File: config.mk
export PLATFORM = sky130hd
export DESIGN_NAME = screen_overlay_ctrl_regs
export DESIGN_NICKNAME = d
export VERILOG_FILES = /design/src/hdl/overlay_ctrl_pkg.sv /design/src/hdl/sync_edge_detect.sv /design/src/hdl/half_dot_round.sv /design/src/hdl/screen_overlay_ctrl_regs.sv
export VERILOG_INCLUDE_DIRS = /design/src /design/src/hdl
export SDC_FILE = /design/constraint.sdc
export NUM_CORES = 1
export LEC_CHECK = 0
export ABC_AREA = 0
export BUFFER_PORTS_ARGS = -buffer_cell sky130_fd_sc_hd__buf_2
export CAP_MARGIN = 20
export CORE_MARGIN = 3
export CORE_UTILIZATION = 25
export DETAILED_ROUTE_END_ITERATION = 10
export HOLD_SLACK_MARGIN = 0.15
export SYNTH_ARGS = -nofsm -noshare
export SYNTH_HDL_FRONTEND = slang
export SYNTH_HIERARCHICAL = 1
export SYNTH_SLANG_ARGS = --single-unit
File: constraint.sdc
create_clock -name clk_i -period 1.9 [get_ports clk_i]
set_input_delay 0.38 -clock clk_i [delete_from_list [all_inputs] [get_ports clk_i]]
set_output_delay 0.38 -clock clk_i [all_outputs]
set_load 0.03 [all_outputs]
File: src/hdl/overlay_ctrl_cfg.svh
`ifndef OVERLAY_CTRL_CFG_SVH
`define OVERLAY_CTRL_CFG_SVH

// register byte addresses on the derivative bus
`define OVL_ADDR_GLOBAL      8'h40
`define OVL_ADDR_ROW0_SIZE   8'h41
`define OVL_ADDR_ROW0_HORIZ  8'h42

// reset value of every control register
`define OVL_REG_RESET        8'h00
`define OVL_READ_IDLE        8'h00

// global control fields
`define OVL_COLOUR_MSB       7
`define OVL_COLOUR_LSB       5
`define OVL_RASTER_BLANK_BIT 4
`define OVL_ROUND_BIT        3
`define OVL_STANDBY_BIT      2
`define OVL_VSYNC_POL_BIT    1
`define OVL_HSYNC_POL_BIT    0

// row 0 size / vertical fields
`define OVL_SIZE_MSB         7
`define OVL_SIZE_LSB         6
`define OVL_VPOS_MSB         5
`define OVL_VPOS_LSB         0

// row 0 horizontal / background / blanking fields
`define OVL_DISP_EN_BIT      7
`define OVL_BG_EN_BIT        6
`define OVL_HPOS_MSB         5
`define OVL_HPOS_LSB         0

// dot timing and row geometry
`define OVL_DOT_DIV          4'h4
`define OVL_POS_SHIFT        2
`define OVL_CHAR_W           3'h5
`define OVL_CHAR_H           4'h8
`define OVL_ROW_CHARS        4'hf

`endif

File: src/hdl/overlay_ctrl_pkg.sv
package overlay_ctrl_pkg;

	typedef enum logic [1:0] {
		OSC_STOPPED = 2'b01,
		OSC_RUNNING = 2'b10
	} dot_osc_state_t;

	typedef logic [7:0] ctrl_byte_t;

endpackage

File: src/hdl/sync_edge_detect.sv
`timescale 1ns/1ns
module sync_edge_detect (
	input  wire logic clk_i,
	input  wire logic rst_n_i,
	input  wire logic pin_i,
	input  wire logic active_high_i,
	output logic      active_o,
	output logic      leading_o,
	output logic      trailing_o
);

	logic stage1;
	logic stage2;
	logic active_q;
	wire  active_now;

	// polarity applied after the second stage only
	assign active_now = active_high_i ? stage2 : ~stage2;
	assign active_o   = active_q;
	assign leading_o  = active_now & ~active_q;
	assign trailing_o = ~active_now & active_q;

	always_ff @(posedge clk_i or negedge rst_n_i) begin
		if (!rst_n_i) begin
			// pins idle high under the reset polarity: no false edge on release
			stage1   <= 1'b1;
			stage2   <= 1'b1;
			active_q <= 1'b0;
		end else begin
			stage1   <= pin_i;
			stage2   <= stage1;
			active_q <= active_now;
		end
	end

endmodule

File: src/hdl/half_dot_round.sv
`timescale 1ns/1ns
module half_dot_round (
	input  wire logic       enable_i,
	input  wire logic [8:0] neighbourhood_i,
	output logic            half_dot_o
);

	// neighbourhood: [8:6] line above, [5:3] this line, [2:0] line below; bit order left, centre, right
	wire up_left    = neighbourhood_i[8];
	wire up         = neighbourhood_i[7];
	wire up_right   = neighbourhood_i[6];
	wire left       = neighbourhood_i[5];
	wire centre     = neighbourhood_i[4];
	wire right      = neighbourhood_i[3];
	wire down_left  = neighbourhood_i[2];
	wire down       = neighbourhood_i[1];
	wire down_right = neighbourhood_i[0];

	// an empty dot gets a half dot where two diagonal dots touch at its corner
	wire corner_ul = up & left & ~up_left;
	wire corner_ur = up & right & ~up_right;
	wire corner_dl = down & left & ~down_left;
	wire corner_dr = down & right & ~down_right;

	assign half_dot_o = enable_i & ~centre & (corner_ul | corner_ur | corner_dl | corner_dr);

endmodule

File: src/hdl/screen_overlay_ctrl_regs.sv
// Behaviour
// - three eight-bit registers at 40H, 41H, 42H
// - global bits 7..5 carry colour selection
// - raster blank bit forces blanking output high
// - blank release waits for vertical sync trailing
// - rounding bit enables diagonal corner half dots
// - stand-by bit stops the dot oscillator
// - bit 1 sets vertical sync polarity
// - bit 0 sets horizontal sync polarity
// - size bits pick row size, box included
// - six bits set row vertical start
// - display enable gates colour outputs and character/box blanking, not the raster blank hold
// - background enable draws box behind characters
// - horizontal position counts only on dot cycles
// - registers read/write, cleared on reset
`timescale 1ns/1ns
`include "overlay_ctrl_cfg.svh"
module screen_overlay_ctrl_regs (
	input  wire logic       clk_i,
	input  wire logic       rst_n_i,
	input  wire logic [7:0] addr_i,
	input  wire logic [7:0] wr_data_i,
	input  wire logic       wr_i,
	input  wire logic       rd_i,
	output logic [7:0]      rd_data_o,
	input  wire logic       vertical_sync_in_i,
	input  wire logic       horizontal_sync_in_i,
	input  wire logic [8:0] char_neighbourhood_i,
	input  wire logic [2:0] char_colour_i,
	output logic [2:0]      colour_sel_o,
	output logic [1:0]      row0_char_size_o,
	output logic            overlay_dot_clock_o,
	output logic            osc_running_o,
	output logic            row0_window_o,
	output logic [3:0]      char_col_o,
	output logic [2:0]      dot_x_o,
	output logic [3:0]      dot_y_o,
	output logic            colour_video_out_a_o,
	output logic            colour_video_out_b_o,
	output logic            colour_video_out_c_o,
	output logic            blanking_video_out_o
);

	////////////////////////////////////////////////////////////////////////////////
	// register file

	overlay_ctrl_pkg::ctrl_byte_t overlay_global_control;
	overlay_ctrl_pkg::ctrl_byte_t row0_size_vertical;
	overlay_ctrl_pkg::ctrl_byte_t row0_horizontal_blank_bg;
	overlay_ctrl_pkg::ctrl_byte_t next_rd_data;

	wire sel_global = (addr_i == `OVL_ADDR_GLOBAL);
	wire sel_size   = (addr_i == `OVL_ADDR_ROW0_SIZE);
	wire sel_horiz  = (addr_i == `OVL_ADDR_ROW0_HORIZ);

	// unmapped addresses read as zero and ignore writes
	assign next_rd_data = !rd_i      ? `OVL_READ_IDLE :
	                      sel_global ? overlay_global_control :
	                      sel_size   ? row0_size_vertical :
	                      sel_horiz  ? row0_horizontal_blank_bg :
	                                   `OVL_READ_IDLE;

	always_ff @(posedge clk_i or negedge rst_n_i) begin
		if (!rst_n_i) begin
			overlay_global_control   <= `OVL_REG_RESET;
			row0_size_vertical       <= `OVL_REG_RESET;
			row0_horizontal_blank_bg <= `OVL_REG_RESET;
		end else if (wr_i) begin
			if (sel_global) begin
				overlay_global_control <= wr_data_i;
			end
			if (sel_size) begin
				row0_size_vertical <= wr_data_i;
			end
			if (sel_horiz) begin
				row0_horizontal_blank_bg <= wr_data_i;
			end
		end
	end

	always_ff @(posedge clk_i or negedge rst_n_i) begin
		if (!rst_n_i) begin
			rd_data_o <= `OVL_READ_IDLE;
		end else begin
			rd_data_o <= next_rd_data;
		end
	end

	////////////////////////////////////////////////////////////////////////////////
	// field decode

	wire [2:0] colour_sel   = overlay_global_control[`OVL_COLOUR_MSB:`OVL_COLOUR_LSB];
	wire       raster_blank = overlay_global_control[`OVL_RASTER_BLANK_BIT];
	wire       round_en     = overlay_global_control[`OVL_ROUND_BIT];
	wire       standby      = overlay_global_control[`OVL_STANDBY_BIT];
	wire       vsync_pol    = overlay_global_control[`OVL_VSYNC_POL_BIT];
	wire       hsync_pol    = overlay_global_control[`OVL_HSYNC_POL_BIT];
	wire [1:0] char_size    = row0_size_vertical[`OVL_SIZE_MSB:`OVL_SIZE_LSB];
	wire [5:0] vpos         = row0_size_vertical[`OVL_VPOS_MSB:`OVL_VPOS_LSB];
	wire       disp_en      = row0_horizontal_blank_bg[`OVL_DISP_EN_BIT];
	wire       bg_en        = row0_horizontal_blank_bg[`OVL_BG_EN_BIT];
	wire [5:0] hpos         = row0_horizontal_blank_bg[`OVL_HPOS_MSB:`OVL_HPOS_LSB];

	function automatic logic [9:0] start_of(input logic [5:0] pos);
		start_of = {2'b00, pos, 2'b00};
	endfunction

	// each dot is stretched over (size + 1) dot cycles or lines
	wire [1:0] scale_last = char_size;
	wire [9:0] hstart     = start_of(hpos);
	wire [9:0] vstart     = start_of(vpos);

	////////////////////////////////////////////////////////////////////////////////
	// sync inputs

	logic hs_active;
	logic hs_lead;
	logic hs_trail;
	logic vs_active;
	logic vs_lead;
	logic vs_trail;

	sync_edge_detect u_hsync (
		.clk_i         (clk_i),
		.rst_n_i       (rst_n_i),
		.pin_i         (horizontal_sync_in_i),
		.active_high_i (hsync_pol),
		.active_o      (hs_active),
		.leading_o     (hs_lead),
		.trailing_o    (hs_trail)
	);

	sync_edge_detect u_vsync (
		.clk_i         (clk_i),
		.rst_n_i       (rst_n_i),
		.pin_i         (vertical_sync_in_i),
		.active_high_i (vsync_pol),
		.active_o      (vs_active),
		.leading_o     (vs_lead),
		.trailing_o    (vs_trail)
	);

	////////////////////////////////////////////////////////////////////////////////
	// dot oscillator: runs from hsync trailing to next leading edge

	overlay_ctrl_pkg::dot_osc_state_t osc_state;
	overlay_ctrl_pkg::dot_osc_state_t next_osc_state;
	logic [3:0] div_cnt;

	always_comb begin
		next_osc_state = osc_state;
		unique case (osc_state)
			overlay_ctrl_pkg::OSC_STOPPED: begin
				if (hs_trail && !standby) begin
					next_osc_state = overlay_ctrl_pkg::OSC_RUNNING;
				end
			end
			overlay_ctrl_pkg::OSC_RUNNING: begin
				if (hs_lead || standby) begin
					next_osc_state = overlay_ctrl_pkg::OSC_STOPPED;
				end
			end
			default: begin
				next_osc_state = overlay_ctrl_pkg::OSC_STOPPED;
			end
		endcase
	end

	wire running = (osc_state == overlay_ctrl_pkg::OSC_RUNNING);
	wire dot_en  = running && (div_cnt == `OVL_DOT_DIV - 4'h1);

	always_ff @(posedge clk_i or negedge rst_n_i) begin
		if (!rst_n_i) begin
			osc_state <= overlay_ctrl_pkg::OSC_STOPPED;
			div_cnt   <= 4'h0;
		end else begin
			osc_state <= next_osc_state;
			div_cnt   <= (!running || dot_en) ? 4'h0 : div_cnt + 4'h1;
		end
	end

	////////////////////////////////////////////////////////////////////////////////
	// horizontal position: counted in dot cycles only

	logic [9:0] hcount;
	logic       h_run;
	logic [1:0] h_sub;
	logic [2:0] h_dot;
	logic [3:0] h_col;

	wire h_hit     = (hcount == hstart);
	wire h_sub_end = (h_sub == scale_last);
	wire h_dot_end = (h_dot == `OVL_CHAR_W);
	wire h_col_end = (h_col == `OVL_ROW_CHARS);

	always_ff @(posedge clk_i or negedge rst_n_i) begin
		if (!rst_n_i) begin
			hcount <= 10'h000;
			h_run  <= 1'b0;
			h_sub  <= 2'h0;
			h_dot  <= 3'h0;
			h_col  <= 4'h0;
		end else if (hs_lead) begin
			hcount <= 10'h000;
			h_run  <= 1'b0;
		end else if (dot_en) begin
			hcount <= hcount + 10'h001;
			if (h_hit) begin
				h_run <= 1'b1;
				h_sub <= 2'h0;
				h_dot <= 3'h0;
				h_col <= 4'h0;
			end else if (h_run) begin
				h_sub <= h_sub_end ? 2'h0 : h_sub + 2'h1;
				if (h_sub_end) begin
					h_dot <= h_dot_end ? 3'h0 : h_dot + 3'h1;
					if (h_dot_end) begin
						h_col <= h_col + 4'h1;
						h_run <= !h_col_end;
					end
				end
			end
		end
	end

	////////////////////////////////////////////////////////////////////////////////
	// vertical position: counted in lines, cleared by vsync

	logic [9:0] vcount;
	logic       v_run;
	logic [1:0] v_sub;
	logic [3:0] v_dot;

	wire v_hit     = (vcount == vstart);
	wire v_sub_end = (v_sub == scale_last);
	wire v_dot_end = (v_dot == `OVL_CHAR_H);

	always_ff @(posedge clk_i or negedge rst_n_i) begin
		if (!rst_n_i) begin
			vcount <= 10'h000;
			v_run  <= 1'b0;
			v_sub  <= 2'h0;
			v_dot  <= 4'h0;
		end else if (vs_active) begin
			vcount <= 10'h000;
			v_run  <= 1'b0;
		end else if (hs_lead) begin
			vcount <= vcount + 10'h001;
			if (v_hit) begin
				v_run <= 1'b1;
				v_sub <= 2'h0;
				v_dot <= 4'h0;
			end else if (v_run) begin
				v_sub <= v_sub_end ? 2'h0 : v_sub + 2'h1;
				if (v_sub_end) begin
					v_dot <= v_dot_end ? 4'h0 : v_dot + 4'h1;
					v_run <= !v_dot_end;
				end
			end
		end
	end

	////////////////////////////////////////////////////////////////////////////////
	// raster blanking hold

	logic blank_hold;

	always_ff @(posedge clk_i or negedge rst_n_i) begin
		if (!rst_n_i) begin
			blank_hold <= 1'b0;
		end else if (raster_blank) begin
			blank_hold <= 1'b1;
		end else if (vs_trail) begin
			blank_hold <= 1'b0;
		end
	end

	////////////////////////////////////////////////////////////////////////////////
	// pixel composition

	logic half_dot;

	half_dot_round u_round (
		.enable_i        (round_en),
		.neighbourhood_i (char_neighbourhood_i),
		.half_dot_o      (half_dot)
	);

	wire window    = h_run && v_run && running;
	wire ink       = char_neighbourhood_i[4] | half_dot;
	wire box       = bg_en;
	wire show      = disp_en && window;
	wire ink_shown = show && ink;
	wire next_blank = blank_hold || (show && (ink || box));
	wire [2:0] next_colour = ink_shown ? char_colour_i : 3'h0;

	always_ff @(posedge clk_i or negedge rst_n_i) begin
		if (!rst_n_i) begin
			colour_video_out_a_o <= 1'b0;
			colour_video_out_b_o <= 1'b0;
			colour_video_out_c_o <= 1'b0;
			blanking_video_out_o <= 1'b0;
			row0_window_o        <= 1'b0;
			char_col_o           <= 4'h0;
			dot_x_o              <= 3'h0;
			dot_y_o              <= 4'h0;
			colour_sel_o         <= 3'h0;
			row0_char_size_o     <= 2'h0;
			overlay_dot_clock_o  <= 1'b0;
			osc_running_o        <= 1'b0;
		end else begin
			colour_video_out_a_o <= next_colour[0];
			colour_video_out_b_o <= next_colour[1];
			colour_video_out_c_o <= next_colour[2];
			blanking_video_out_o <= next_blank;
			row0_window_o        <= window;
			char_col_o           <= h_col;
			dot_x_o              <= h_dot;
			dot_y_o              <= v_dot;
			colour_sel_o         <= colour_sel;
			row0_char_size_o     <= char_size;
			overlay_dot_clock_o  <= dot_en;
			osc_running_o        <= running;
		end
	end

endmodule

---- After elaboration in Yosys (flattened, before gate mapping) ----
Index checks and enable logic that the tools add are counted.
operators by class
  add/subtract/negate cells ............... 8
  equal/unequal tests ..................... 15
  muxes and demuxes ....................... 46
  bitwise operators ....................... 29
  reduce and logical (&&, ||, !) cells .... 32
operator list
  kind                                                  count
  2-to-1 mux 10 bit                                     4
  2-to-1 mux 4 bit                                      9
  2-to-1 mux 8 bit                                      4
  equality test 8 x 7 -> 1 bit (second input constant)  3
  adder 10 x 1 -> 10 bit (second input constant)        2
  equality test 10 x 8 -> 1 bit                         2
  2-to-1 mux 2 bit                                      8
  nonzero test 2 bit                                    8
  2-to-1 mux 1 bit                                      15
  2-to-1 mux 3 bit                                      5
  AND 1 bit                                             13
  adder 4 x 1 -> 4 bit (second input constant)          3
  NOT 1 bit                                             12
  equality test 4 bit (second input constant)           2
  AND reduction 2 bit                                   4
  AND reduction 4 bit                                   2
  logical AND 1 bit                                     7
  AND reduction 3 bit                                   2
  AND reduction 5 bit                                   1
  adder 2 x 1 -> 2 bit (second input constant)          2
  equality test 2 bit                                   2
  equality test 4 x 2 -> 1 bit (second input constant)  1
  zero test 1 bit                                       4
  logical OR 1 bit                                      4
  8 further kinds                                       11
storage, ports and cells
  flip-flop bits (word level) ............. 105
  input bits .............................. 34
  output and inout bits ................... 31
  word-level logic and storage cells ...... 164

---- Longest topological paths before layout ----
  word-level depth ........................ 10
  gate-level depth with buffers ........... 8
  mapped depth without buffers ............ 7

---- Cells and area by module ----
The synthesis kept the hierarchy.
modules (own cells, without submodules)
  module                    times used  cells each  area an instance (µm²)
  screen_overlay_ctrl_regs  1           405         4,420.5
  sync_edge_detect          2           7           100.1
  half_dot_round            1           7           50.0

---- Worst setup path after synthesis ----
No wires, ideal clock.
  kind .................................... register to register
  from .................................... register div_cnt[0]
  to ...................................... register h_dot[2]
  library setup time ...................... 0.082 ns
  data arrival time ....................... 1.874 ns
  required time ........................... 1.818 ns
  setup slack ............................. -0.057 ns
  stages on the path, launching flop included .. 6
  buffers on the path ..................... 0
  cells stage by stage .................... dfrtp_1 ha_1 or3b_4 or3_4 or4_4 o22ai_1
between the ends
  word-level cells in the longest chain between the ends .. 3
RTL lines
  element                        line                             source
  from (decl)                    screen_overlay_ctrl_regs.sv:148  logic [3:0] div_cnt;
  from (signal assigned)         screen_overlay_ctrl_regs.sv:178  div_cnt <= (!running || dot_en) ? 4'h0 : div_cnt + 4'h1;
  equality test 4 x 2 -> 1 bit   screen_overlay_ctrl_regs.sv:170  wire dot_en = running && (div_cnt == `OVL_DOT_DIV - 4'h1);
  logical AND 1 bit              screen_overlay_ctrl_regs.sv:170
  AND reduction 4 bit (no line)  --
  to (signal assigned)           screen_overlay_ctrl_regs.sv:216  h_dot <= h_dot_end ? 3'h0 : h_dot + 3'h1;
  to (decl)                      screen_overlay_ctrl_regs.sv:188  logic [2:0] h_dot;
No other way between the ends.
A chain may end at the register's enable or synchronous reset.

---- Worst setup path in the final report ----
Ends and elaborated chain as after synthesis.

==> results.yml <==
grt:
  grt_max_degree: 53
  grt_first_pass_wirelength_um: 17710
  grt_pass1_vias: 3422
  grt_antenna_before_repair: 0
  grt-ovfl-total: 0
  track_usage_pct: 10.98
logic_synthesis:
  synth_warnings: 6
  syn_avg_cell_area_um2: 10.98
  synth_fp_nets: 467
  synthCells: 425
  syn_area_um2: 4667
detailed_routing:
  remaining_drc_errors: 0
  drt_iter0_markers: 248
  avgRoutedWirePerCell_um: 13.93
  route.met2.wl_um: 4611
  drt-total-wl_um: 10640
  vias_per_cell: 4.466
  met3_length_um: 583
  highest_layer: "met4"
  ant_nets: 0
  first_pass_iters: 4
  wl_met1_um: 5320
  vias: 3412
sta:
  slew_headroom_pct: 73.11
  setup_slack_ns: -0.07598
  fin_skew_ns: 0.01090
  hold_viol: 0
  clock.fmax_ghz: 0.5061
  slew_viol_final: 0
  worst_pin_slew_ns: 0.4002
  min_period_ns: 1.976
  finalSetupViolations: 4
  timing.final.crit_share_pct: 104.0
  setup_tns_ns: -0.2478
  rsz0062_at_grt: "yes"
worst_setup_path:
  worstSetupStartpointType: "register"
  path_class: "reg -> reg"
  reg2reg_to: "h_dot[2]"
  reg2reg_slack_ns: -0.08
  reg2reg_depth: 5
  end_kind: "register"
  required_ns: 2.18
  timing.rr.start: "div_cnt[0]"
  path_max_fanout: 5
  arrival_ns: 2.25
run_status:
  outcome: "finished with violations"
  violations: "setup timing"
clocking:
  cts.sinks: 105
  root_buffer: "clkbuf_16"
  numCtsBuffers: 9
  cts_htree_levels: 3
  tritoncts: "built"
  clkLatencyLatePin_ns: 0.35
  cts.reportedPaths.clkPinSlew_ns: 0.07
  clock_path_buffers: 2
final_layout:
  fin_nets: 572
  syn_to_final_growth_pct: 28.47
  fin_area_um2: 5996
  n_antenna_cell: 0
  multi_input_area_um2: 2002
  nFillCells: 1846
  ff_latch_area_um2: 2634
  drive_gt1_share_pct: 31.78
power_and_ir_drop:
  netSwitchingPower_w: 0.001166
  powerDensity_nw_per_um2: 825.8
  comb_power_share_pct: 9.9
  switching_share_pct: 23.54
  clkPwrFrac_pct: 42.2
  p_leak_nw: 2.999
  internal-power_w: 0.003786
  pwr-share-seq_pct: 47.9
  irDropWorstVdd_mv: 0.4893
die:
  rows: 49
  start_util_pct: 25.72
  die_height_um: 142.6
  core-area_um2: 18150
  pin_count: 65
  die_x_um: 142.6
  die_area_um2: 20340
place:
  placed_area_um2: 5483
  hpwl_um: 7668
  io_buffers: 64
  finalWeightedCongestion: 0.8195
job:
  cap_viol_max_count: 0
worst_hold_path:
  whs_endpoint: "colour_video_out_a_o"
  hold_start: "char_colour_i[0]"
  hold_path_class: "in -> reg"
  hold-path-cell-count: 2
==> metrics by stage <==
| step | worst slack (ns) | utilization (%) | power, W | hold WS [ns] | cells |
|---|---|---|---|---|---|
| 6_report | -0.07598 | 33.04 | 0.004951 | 0.2295 | 764 |
| 5_1_grt | -0.1466 | 33.04 | 0.005197 | 0.2234 | 764 |
| 3_5_place_dp | -0.1302 | 30.21 | 0.002871 | 0.3433 | 739 |
| 3_3_place_gp | -0.08947 | 30.21 | 0.002857 | 0.3321 | 739 |
| 2_1_floorplan | -0.04638 | - | 0.002638 | 0.08441 | 425 |
| 4_1_cts | -0.07134 | 32.52 | 0.004997 | 0.2158 | 761 |
==> power by group through the flow <==
| stage | clock network (W) | logic (W) | registers (W) |
|---|---|---|---|
| final | 0.00209 | 0.000490 | 0.00237 |
| after global routing | 0.00227 | 0.000550 | 0.00238 |
| after CTS | 0.00215 | 0.000474 | 0.00237 |
| after detailed placement | 0 | 0.000457 | 0.00241 |
| after global placement | 0 | 0.000445 | 0.00241 |
| after floorplan | 0 | 0.000210 | 0.00243 |
==> per-layer routing <==
layer  GRT usage (%)  up-vias
met4           3.152        0
met3           3.382       10
li1                -     1674
met5               0        -
met2           15.95       78
met1           15.78     1650
==> critical path: stages (launching register included) <==
cell and delay [ns]:
dfrtp_1 0.36, ha_2 0.18, or3b_4 0.39, or3_4 0.37, or4_4 0.43, o22ai_2 0.16
==> what timing repair did <==
action                                  4_1_cts  5_1_grt
cloned                                        1        0
gates resized for setup                       7       19
endpoints found under the setup margin       10       17
pin swaps                                     2        3
buffers inserted                              2        3
hold buffers                                  3        0
endpoints found under the hold margin        28        0
==> area by class of cell <==
class / count / area share [%]
Multi-Input combinational cell: 286 / 33.39
Sequential cell: 105 / 43.93
Inverter: 26 / 1.628
Clock inverter: 4 / 1.231
Timing Repair Buffer: 102 / 10.60
Tap cell: 229 / 4.779
Clock buffer: 12 / 4.445
==> worst max-delay path by stage <==
stage          startpoint       end  slack (ns)  cells after the start
4_1_cts        div_cnt[0]  h_dot[2]       -0.07                      5
2_1_floorplan  div_cnt[0]  h_dot[2]       -0.05                      5
5_1_grt        div_cnt[1]  h_dot[2]       -0.15                      5
3_3_place_gp   div_cnt[1]  h_dot[2]       -0.09                      5
6_report       div_cnt[0]  h_dot[2]       -0.08                      5
3_5_place_dp   div_cnt[1]  h_dot[2]       -0.13                      5
==> flip-flops by register name (all words and copies together) (netlist names), 3 cells and up <==
register                  count
h_dot                         3
h_col                         4
row0_horizontal_blank_bg      8
dot_y_o                       4
v_dot                         4
vcount                       10
colour_sel_o                  3
div_cnt                       4
rd_data_o                     8
row0_size_vertical            8
char_col_o                    4
overlay_global_control        8
dot_x_o                       3
hcount                       10
==> layout by cell type, fill, tap and decap left out, drive strengths merged, types with 4 or more instances in the layout <==
cell type	count
a21oi	27
xnor2	9
o22ai	4
xor2	28
mux2	24
buf	99
nand3	9
nor3b	4
nor2	46
dfrtp	100
clkbuf	12
dfstp	5
o21ai	11
mux2i	5
nor2b	4
inv	26
and2	8
and3	7
nand4	11
nand2b	7
or3	6
nand2	25
ha	8
nor3	14
Power figures use the tool's default switching activity.
